<file path="config.mk">
export PLATFORM = sky130hd
export DESIGN_NAME = rstp_port
export DESIGN_NICKNAME = d
export VERILOG_FILES = /design/src/inc/rstp_pkg.sv /design/src/hw/rstp_port.sv
export SDC_FILE = /design/constraint.sdc
export NUM_CORES = 1
export LEC_CHECK = 0
export ABC_AREA = 1
export BUFFER_PORTS_ARGS = -buffer_cell sky130_fd_sc_hd__clkbuf_2
export CAP_MARGIN = 20
export CORE_ASPECT_RATIO = 0.6
export CORE_UTILIZATION = 50
export CTS_BUF_LIST = sky130_fd_sc_hd__clkbuf_4 sky130_fd_sc_hd__clkbuf_8
export CTS_CLUSTER_DIAMETER = 60
export DETAILED_ROUTE_END_ITERATION = 6
export GPL_ROUTABILITY_DRIVEN = 0
export PLACE_DENSITY = 0.84
export SLEW_MARGIN = 5
export SYNTH_ARGS = -nofsm -noshare
export SYNTH_HDL_FRONTEND = slang
export SYNTH_SLANG_ARGS = --single-unit
export TNS_END_PERCENT = 30
</file>
<file path="constraint.sdc">
create_clock -name core_clk -period 1.8 [get_ports core_clk]
set_input_delay 0.36 -clock core_clk [delete_from_list [all_inputs] [get_ports core_clk]]
set_output_delay 0.36 -clock core_clk [all_outputs]
set_load 0.005 [all_outputs]
</file>
<file path="src/inc/rstp_pkg.sv">
// Purpose: shared constants and types for the reset-strap test-point port
// Assumes: core_clk at 125 MHz
// Notes:   debug clock rates are approximated by integer division of core_clk
package rstp_pkg;

	// ==========================================================
	// timing
	localparam int CLK_KHZ = 125000;
	localparam int TP0_KHZ = 60000;
	localparam int TP1_KHZ = 30000;
	localparam int TP2_KHZ = 22500;
	localparam int TP7_KHZ = 7500;

	// half period in core cycles; all but tp2 round down, tp2 rounds up to stay in its band
	localparam int TP0_HALF_I = (CLK_KHZ / (2 * TP0_KHZ) < 1) ? 1 : CLK_KHZ / (2 * TP0_KHZ);
	localparam int TP1_HALF_I = (CLK_KHZ / (2 * TP1_KHZ) < 1) ? 1 : CLK_KHZ / (2 * TP1_KHZ);
	localparam int TP2_HALF_I = (CLK_KHZ + 2 * TP2_KHZ - 1) / (2 * TP2_KHZ);
	localparam int TP7_HALF_I = (CLK_KHZ / (2 * TP7_KHZ) < 1) ? 1 : CLK_KHZ / (2 * TP7_KHZ);

	localparam logic [3:0][3:0] DIV_HALF = {4'(TP7_HALF_I), 4'(TP2_HALF_I),
		4'(TP1_HALF_I), 4'(TP0_HALF_I)};

	// ==========================================================
	// modes and reset values
	localparam logic [2:0] MODE_QUIET  = 3'h0;
	localparam logic [2:0] MODE_CLKDBG = 3'h2;
	localparam logic [7:0] TP_PULLDOWN = 8'hff;
	localparam logic [7:0] TP_ALL_OE   = 8'hff;
	localparam logic [7:0] TP_NONE     = 8'h00;
	localparam logic [2:0] SYNC_RST    = 3'h0;

	// ==========================================================
	// carriers
	typedef struct packed {
		logic clk;
		logic dout;
		logic cs0;
		logic cs1;
	} rstp_flash_t;

	typedef struct packed {
		logic [2:0]      rst_s;
		logic [2:0]      pwr_s;
		logic [7:0]      tp_s1;
		logic [7:0]      tp_s2;
		logic [7:0]      tp_s3;
		logic            rel;
		logic [2:0]      mode;
		logic [3:0][3:0] cnt;
		logic [3:0]      div_clk;
		logic [7:0]      tp_out;
		logic [7:0]      tp_oe;
		rstp_flash_t     fl_out;
		rstp_flash_t     fl_oe;
		logic            power_up;
	} rstp_state_t;

endpackage : rstp_pkg
</file>
<file path="src/hw/rstp_port.sv">
// Purpose: test-point strap capture and debug outputs, flash pin release under reset
// Assumes: ext_reset_low and pins are asynchronous to core_clk; rst is power-on reset
// Notes:   debug clocks are core_clk divisions, nearest to the nominal rates
// Functional notes
// - test points are inputs in reset, outputs after only in mode 010
// - straps captured only on reset release edge
// - captured mode holds until next reset cycle
// - internal pulldowns make unstrapped bits zero
// - mode 000 keeps all test points high impedance
// - mode 010 drives debug clocks on 0,1,2,7
// - mode 010 drives 3,5,6 high, 4 low
// - flash clock, out, select zero float in reset
// - power_on_request high powers up, low powers down
`timescale 1ns/1ns
module rstp_port
	import rstp_pkg::*;
(
	input  wire logic        core_clk,
	input  wire logic        rst,
	input  wire logic        ext_reset_low,
	input  wire logic        power_on_request,
	input  wire logic [7:0]  test_point_pins_i,
	output logic      [7:0]  test_point_pins_o,
	output logic      [7:0]  test_point_pins_oe,
	output logic      [7:0]  test_point_pull_dn,
	input  wire rstp_flash_t flash_core_out,
	input  wire rstp_flash_t flash_core_oe,
	output rstp_flash_t      flash_pin_out,
	output rstp_flash_t      flash_pin_oe,
	output logic             core_released,
	output logic             power_up,
	output logic [2:0]       test_mode
);

	// ==========================================================
	// helpers
	function automatic logic [4:0] div_step(input logic [3:0] cnt, input logic [3:0] half);
		logic [4:0] r;
		r = 5'h00;
		if (cnt + 4'h1 >= half) begin
			r = {4'h0, 1'b1};
		end else begin
			r = {cnt + 4'h1, 1'b0};
		end
		return r;
	endfunction : div_step

	rstp_state_t s_q;
	rstp_state_t s_d;

	// ==========================================================
	// next state
	always_comb begin
		logic [4:0] st;
		st = 5'h00;
		s_d = s_q;
		s_d.rst_s = {s_q.rst_s[1:0], ext_reset_low};
		s_d.pwr_s = {s_q.pwr_s[1:0], power_on_request};
		s_d.tp_s1 = test_point_pins_i;
		s_d.tp_s2 = s_q.tp_s1;
		s_d.tp_s3 = s_q.tp_s2;
		// a level change counts only once the last two stages agree
		if (s_q.rst_s[1] == s_q.rst_s[2]) begin
			s_d.rel = s_q.rst_s[2];
		end
		if (s_q.pwr_s[1] == s_q.pwr_s[2]) begin
			s_d.power_up = s_q.pwr_s[2];
		end
		// pads pull low, so a floating strap reads as zero here
		if (s_d.rel && !s_q.rel) begin
			s_d.mode = s_q.tp_s3[2:0];
		end
		// otherwise mode is untouched until the next release edge
		for (int i = 0; i < 4; i++) begin
			if (s_q.rel && s_q.mode == MODE_CLKDBG) begin
				st = div_step(s_q.cnt[i], DIV_HALF[i]);
				s_d.cnt[i] = st[4:1];
				s_d.div_clk[i] = s_q.div_clk[i] ^ st[0];
			end else begin
				s_d.cnt[i] = 4'h0;
				s_d.div_clk[i] = 1'b0;
			end
		end
		if (s_d.rel && s_d.mode == MODE_CLKDBG) begin
			s_d.tp_oe = TP_ALL_OE;
			s_d.tp_out = {s_d.div_clk[3], 1'b1, 1'b1, 1'b0, 1'b1,
				s_d.div_clk[2], s_d.div_clk[1], s_d.div_clk[0]};
		end else begin
			// quiet and undocumented modes, and all of reset, float the pins
			s_d.tp_oe = TP_NONE;
			s_d.tp_out = TP_NONE;
		end
		s_d.fl_out = flash_core_out;
		s_d.fl_oe = flash_core_oe;
		// select one keeps its own drive so a second device stays deselected
		if (!s_d.rel) begin
			s_d.fl_oe.clk = 1'b0;
			s_d.fl_oe.dout = 1'b0;
			s_d.fl_oe.cs0 = 1'b0;
		end
	end

	always_ff @(posedge core_clk or posedge rst) begin
		if (rst) begin
			s_q <= '0;
		end else begin
			s_q <= s_d;
		end
	end

	// ==========================================================
	// outputs
	assign test_point_pins_o = s_q.tp_out;
	assign test_point_pins_oe = s_q.tp_oe;
	assign test_point_pull_dn = TP_PULLDOWN;
	assign flash_pin_out = s_q.fl_out;
	assign flash_pin_oe = s_q.fl_oe;
	assign core_released = s_q.rel;
	assign power_up = s_q.power_up;
	assign test_mode = s_q.mode;

	// ==========================================================
	// checks
	// enables are registered from the next state, so they move on the same edge as rel
	property p_tp_input_in_reset;
		@(posedge core_clk) disable iff (rst)
		!s_q.rel |-> (test_point_pins_oe == TP_NONE);
	endproperty
	a_tp_input_in_reset: assert property (p_tp_input_in_reset)
		else $error("test points driven while held in reset");

	property p_oe_at_release;
		@(posedge core_clk) disable iff (rst)
		($rose(s_q.rel) && s_q.mode == MODE_CLKDBG) |-> (test_point_pins_oe == TP_ALL_OE);
	endproperty
	a_oe_at_release: assert property (p_oe_at_release)
		else $error("test points not driven after release in clock debug mode");

	property p_capture_value;
		@(posedge core_clk) disable iff (rst)
		$rose(s_q.rel) |-> (s_q.mode == $past(s_q.tp_s3[2:0]));
	endproperty
	a_capture_value: assert property (p_capture_value)
		else $error("mode not captured from straps at release");

	property p_mode_holds;
		@(posedge core_clk) disable iff (rst)
		(s_q.rel && $past(s_q.rel)) || (!s_q.rel) |-> $stable(s_q.mode);
	endproperty
	a_mode_holds: assert property (p_mode_holds)
		else $error("mode changed without a release edge");

	property p_quiet_modes;
		@(posedge core_clk) disable iff (rst)
		(s_q.rel && s_q.mode != MODE_CLKDBG) |-> ##1 (test_point_pins_oe == TP_NONE);
	endproperty
	a_quiet_modes: assert property (p_quiet_modes)
		else $error("test points driven outside clock debug mode");

	property p_dbg_levels;
		@(posedge core_clk) disable iff (rst)
		(test_point_pins_oe == TP_ALL_OE) |-> (test_point_pins_o[3] && !test_point_pins_o[4]
			&& test_point_pins_o[5] && test_point_pins_o[6]);
	endproperty
	a_dbg_levels: assert property (p_dbg_levels)
		else $error("fixed debug levels wrong");

	property p_tp0_clock;
		@(posedge core_clk) disable iff (rst)
		(s_q.rel && s_q.mode == MODE_CLKDBG)[*3] |->
			(test_point_pins_o[0] != $past(test_point_pins_o[0]))
			&& (test_point_pins_oe == TP_ALL_OE);
	endproperty
	a_tp0_clock: assert property (p_tp0_clock)
		else $error("fastest debug clock not toggling every cycle");

	property p_tp1_clock;
		@(posedge core_clk) disable iff (rst)
		(s_q.rel && s_q.mode == MODE_CLKDBG)[*3] |->
			(test_point_pins_o[1] != $past(test_point_pins_o[1], 2));
	endproperty
	a_tp1_clock: assert property (p_tp1_clock)
		else $error("second debug clock not toggling every two cycles");

	property p_flash_float;
		@(posedge core_clk) disable iff (rst)
		!s_q.rel |-> !(flash_pin_oe.clk || flash_pin_oe.dout || flash_pin_oe.cs0);
	endproperty
	a_flash_float: assert property (p_flash_float)
		else $error("flash pins driven during reset");

	property p_flash_run;
		@(posedge core_clk) disable iff (rst)
		s_q.rel |-> (flash_pin_oe == $past(flash_core_oe));
	endproperty
	a_flash_run: assert property (p_flash_run)
		else $error("flash drive not handed back after reset");

	property p_cs1_free;
		@(posedge core_clk) disable iff (rst)
		1'b1 |-> ##1 (flash_pin_oe.cs1 == $past(flash_core_oe.cs1));
	endproperty
	a_cs1_free: assert property (p_cs1_free)
		else $error("select one drive altered");

	property p_power_follow;
		@(posedge core_clk) disable iff (rst)
		(s_q.pwr_s[1] == s_q.pwr_s[2]) |-> ##1 (power_up == $past(s_q.pwr_s[2]));
	endproperty
	a_power_follow: assert property (p_power_follow)
		else $error("power state does not follow request");

	c_release: cover property (@(posedge core_clk) disable iff (rst) $rose(s_q.rel));
	c_clkdbg: cover property (@(posedge core_clk) disable iff (rst)
		s_q.rel && s_q.mode == MODE_CLKDBG && test_point_pins_o[3]);
	c_power_off: cover property (@(posedge core_clk) disable iff (rst) $fell(power_up));
	c_other_mode: cover property (@(posedge core_clk) disable iff (rst)
		$rose(s_q.rel) && s_q.mode != MODE_QUIET && s_q.mode != MODE_CLKDBG);

endmodule : rstp_port

</file>
== Word-level counts from Yosys, hierarchy flattened ==
Cells that the tools add are included.

* Output and inout bits: 37
* Bits of input ports: 20
* Register bits after elaboration: 64
* Logic and storage cells: 63

* Mux-type cells: 20
* Bitwise operators: 4
* Equal/unequal tests: 4
* Add/subtract/negate cells: 4
* Order comparisons: 4
* Reductions and logical operators: 4

{| class="wikitable"
|+ Operators by type and width
! kind !! count
|-
| 5-bit two-way mux || 8
|-
| 4-bit by 1-bit adder with 4-bit output, second input constant || 4
|-
| 16-bit two-way mux || 1
|-
| 4-bit two-way mux || 4
|-
| 4-bit by 2-bit >= comparator with 1-bit output, second input constant || 2
|-
| 3-bit by 2-bit == test with 1-bit output, second input constant || 2
|-
| 3-bit two-way mux || 2
|-
| 1-bit two-way mux || 5
|-
| 4-bit by 1-bit >= comparator with 1-bit output, second input constant || 1
|-
| 4-bit >= comparator, second input constant || 1
|-
| 1-bit bitwise XOR || 4
|-
| 1-bit logical AND || 3
|-
| 1-bit == test || 2
|-
| 1-bit zero test || 1
|}

== Longest topological paths before layout ==
* Depth in word-level cells: 7
* Depth in mapped cells: 9

== Worst setup path before layout ==
No wires, ideal clock.

* Path kind: reg-to-reg
* Start: reg s_q[33] (netlist bit)
* End: reg s_q, in the netlist test_point_pins_o[1]
* Path buffers: 0
* Stages on the path, launching flop included: 8
* Arrival: 1.123 ns
* Path slack: 0.605 ns
* Required time: 1.728 ns
* Period minus slack after synthesis: 1.195 ns
* Cells stage by stage: dfrtp_1 > ha_1 > nand2_1 > nor2_2 > nand3_1 > nand2_1 > nand3_1 > nor2_1

{| class="wikitable"
|+ RTL lines
! element !! RTL line !! source
|-
| from (decl) || rstp_port.sv:48 || <nowiki>rstp_state_t s_q;</nowiki>
|-
| from (signal assigned) || rstp_port.sv:105 || <nowiki>s_q <= '0;</nowiki>
|-
| from (signal assigned) || rstp_port.sv:107 || <nowiki>s_q <= s_d;</nowiki>
|}

==> key figures <==
Status
  – Status: completed

Floorplanning
  – Row count: 18
  – Die Span Y: 53.03 um
  – Die X: 87.04 um
  – Starting Density: 0.5236
  – Die area: 4615 um^2
  – CORE AREA: 4144 um^2
  – Ports: 57

Clock network
  – # H-tree levels: 2
  – Clk root buf: clkbuf_8
  – Clk Latency, worst-skew pair: 0.30 ns
  – Clk sink count: 53
  – CTS tree: done
  – Num CTS Buffers: 5
  – CTS Buffer Depth: 2
  – Post-CTS Setup Inserts: 0
  – CTS clock-pin slew for the worst setup and hold paths: 0.09 ns
  – CTS Hold Bufs: 0
  – # resized after CTS: 0

Setup path
  – CP arrival: 1.57 ns
  – CP Launch Type: flop
  – Critical path type: reg -> reg
  – Crit end category: flop
  – Crit Path Max Fanout: 5
  – Worst endpoint required time: 2.04 ns

Timing
  – Final hold vios: 0
  – Layout Skew: 0.006298 ns
  – FMAX: 751.9 MHz
  – RSZ-0062 raised after global routing: false
  – # setup viols final: 0
  – Crit path time final: 1.330 ns
  – Final worst slack: 0.4701 ns
  – Slew Limit Fails: 0
  – Final setup TNS: 0 ns
  – Period utilization: 0.7388

Routing
  – M1 WL: 1217 um
  – Routed via count: 1,238
  – DR WL/cell: 9.741 um
  – Antenna-violating nets left: 0
  – Vias per cell: 4.225
  – Highest metal used: met4
  – Post-Route WL: 2854 um
  – WL met3: 245 um
  – Detailed Routing Iterations Pass 1: 4
  – DR DRC count: 0
  – Initial DRC count: 31
  – DR WL met2: 1311 um

Logic synthesis
  – Synth Flop Type: dfrtp_1
  – Share of the synthesized area in the top cell type: 0.6113
  – Number of synthesized register bits: 53
  – Mean Syn Cell Area: 10.74 um^2
  – Async SR Flop Fraction: 1.000
  – Syn Inst Count: 202
  – Unique masters post-synth: 24
  – Largest cells by area after synthesis: dfrtp_1, buf_4, inv_1, nand2_1, ha_1
  – EDFF count, synth: 0
  – Count leader, synth: dfrtp_1
  – Library cell with the largest summed area after synthesis: dfrtp_1
  – Commonest cells post-synth: dfrtp_1, buf_4, inv_1, nand2_1, nor2_1
  – Ys Warns: 0
  – Sequential-to-total area share from yosys stat: 0.6113
  – Cell area after synthesis: 2170 um^2

Finish
  – Multi-input logic area: 523.0 um^2
  – Register area: 1326 um^2
  – Filler instances: 358
  – Synth-to-layout area growth: 10.09%
  – Final instance area: 2389 um^2
  – Final #Nets: 259
  – # diodes: 0
  – Final std cells w/o fill: 293
  – Layout cells sized above 1: 0.2704

GRT
  – Largest net degree at the start of global routing: 32
  – Total track usage: 0.1498
  – First-pass GRT wire length: 4933 um
  – Initial antenna violation count: 0
  – Overflow after GRT: 0
  – Vias in the first global route: 1,181

Power
  – Power per cell area: 958.6 nW/um^2
  – Worst vdd ir: 0.5925 mV
  – Leak Pwr: 1.303 nW

Placement
  – Placed insts: 285
  – Detailed placer's ending HPWL: 2123 um
  – Buffers on Ports: 42
  – Dpl ws: 0.4803 ns
  – Placed Area: 2268 um^2

Run
  – Max Cap Viol: 0

Min path
  – Worst hold path type: in -> async
-- where the power goes --
| part | switching (mW) | internal, mW | leakage [nW] | total (mW) |
|---|---|---|---|---|
| clock network | 0.366 | 0.452 | 0.0574 | 0.817 |
| registers | 0.0370 | 1.25 | 0.662 | 1.29 |
| logic | 0.110 | 0.0745 | 0.584 | 0.184 |
| total | 0.513 | 1.78 | 1.30 | 2.29 |
-- sequential cells by signal (all words and copies together) (netlist names) --
| signal | flops |
|---|---|
| test_mode | 3 |
| s_d | 10 |
| flash_pin_out | 4 |
| test_point_pins_o | 4 |
| power_up | 1 |
| core_released | 1 |
| test_point_pins_oe | 1 |
| flash_pin_oe | 4 |
| s_q | 25 |
-- cells by family after synthesis --
group,synth area share
buffers and inverters,0.1736
flip-flops,0.6113
other,0.003461
AO/OA/AOI/OAI,0.01038
XOR/XNOR,0.008075
adder cells (fa/ha/maj),0.04498
AND/OR/NAND/NOR,0.1482
-- critical path, stage by stage (launching register included) --
cell	delay, ns
dfrtp_1	0.45
ha_1	0.24
nand2_1	0.08
nand2_1	0.07
nor2_2	0.12
nand3_1	0.08
nand2_1	0.06
nand3_1	0.08
nor2_1	0.09
-- placed cells by master (no fill, tap or decap), drive strengths merged --
master | synthesis | routed
o21ai | 3 | 3
buf | 35 | 1
nand3b | 2 | 2
xor2 | 1 | 1
inv | 29 | 29
nor3 | 2 | 2
bufinv | 0 | 1
or2 | 1 | 1
nor2 | 20 | 20
clkinv | 1 | 1
nor3b | 1 | 1
nand3 | 13 | 13
clkbuf | 0 | 48
dfrtp | 53 | 53
conb | 2 | 17
nand4 | 3 | 3
ha | 7 | 7
maj3 | 1 | 1
nand2 | 27 | 27
xnor2 | 1 | 1
clkinvlp | 0 | 1
-- stage by stage --
stage	hold WS [ns]	total power, mW	utilization
2_1_floorplan	0.3312	1.475	-
4_1_cts	0.05864	2.318	0.5764
3_3_place_gp	0.3327	1.491	0.5474
5_1_grt	0.07402	2.404	0.5764
6_report	0.05051	2.290	0.5764
3_5_place_dp	0.3347	1.501	0.5474
-- area by class of cell --
cell class	instances	area share
sequential	53	0.5553
multi-input combinational	99	0.2190
timing repair buffer	43	0.09639
inverter	30	0.04767
clock buffer	6	0.03457
tap	60	0.03143
clock inverter	2	0.01572
-- worst paths after layout --
path | start | endpoint | slack, ns | depth (start not counted)
min | rst | core_released | 0.05 | 2
min reg2reg | s_d[74] | s_d[75] | 0.35 | 0
max reg2reg | s_q[33] | test_point_pins_o[1] | 0.47 | 8
min in group core_clk | test_point_pins_i[1] | s_d[58] | 0.16 | 1
max in group asynchronous | rst | s_q[37] | 1.24 | 3
max | s_q[33] | test_point_pins_o[1] | 0.47 | 8
-- layer usage --
| metal | vias up | track usage |
|---|---|---|
| li1 | 619 | - |
| met1 | 556 | 0.1689 |
| met2 | 53 | 0.2415 |
| met3 | 10 | 0.06240 |
| met4 | 0 | 0.09167 |
| met5 | - | 0 |
No activity file was read; power rests on OpenSTA's default activity.
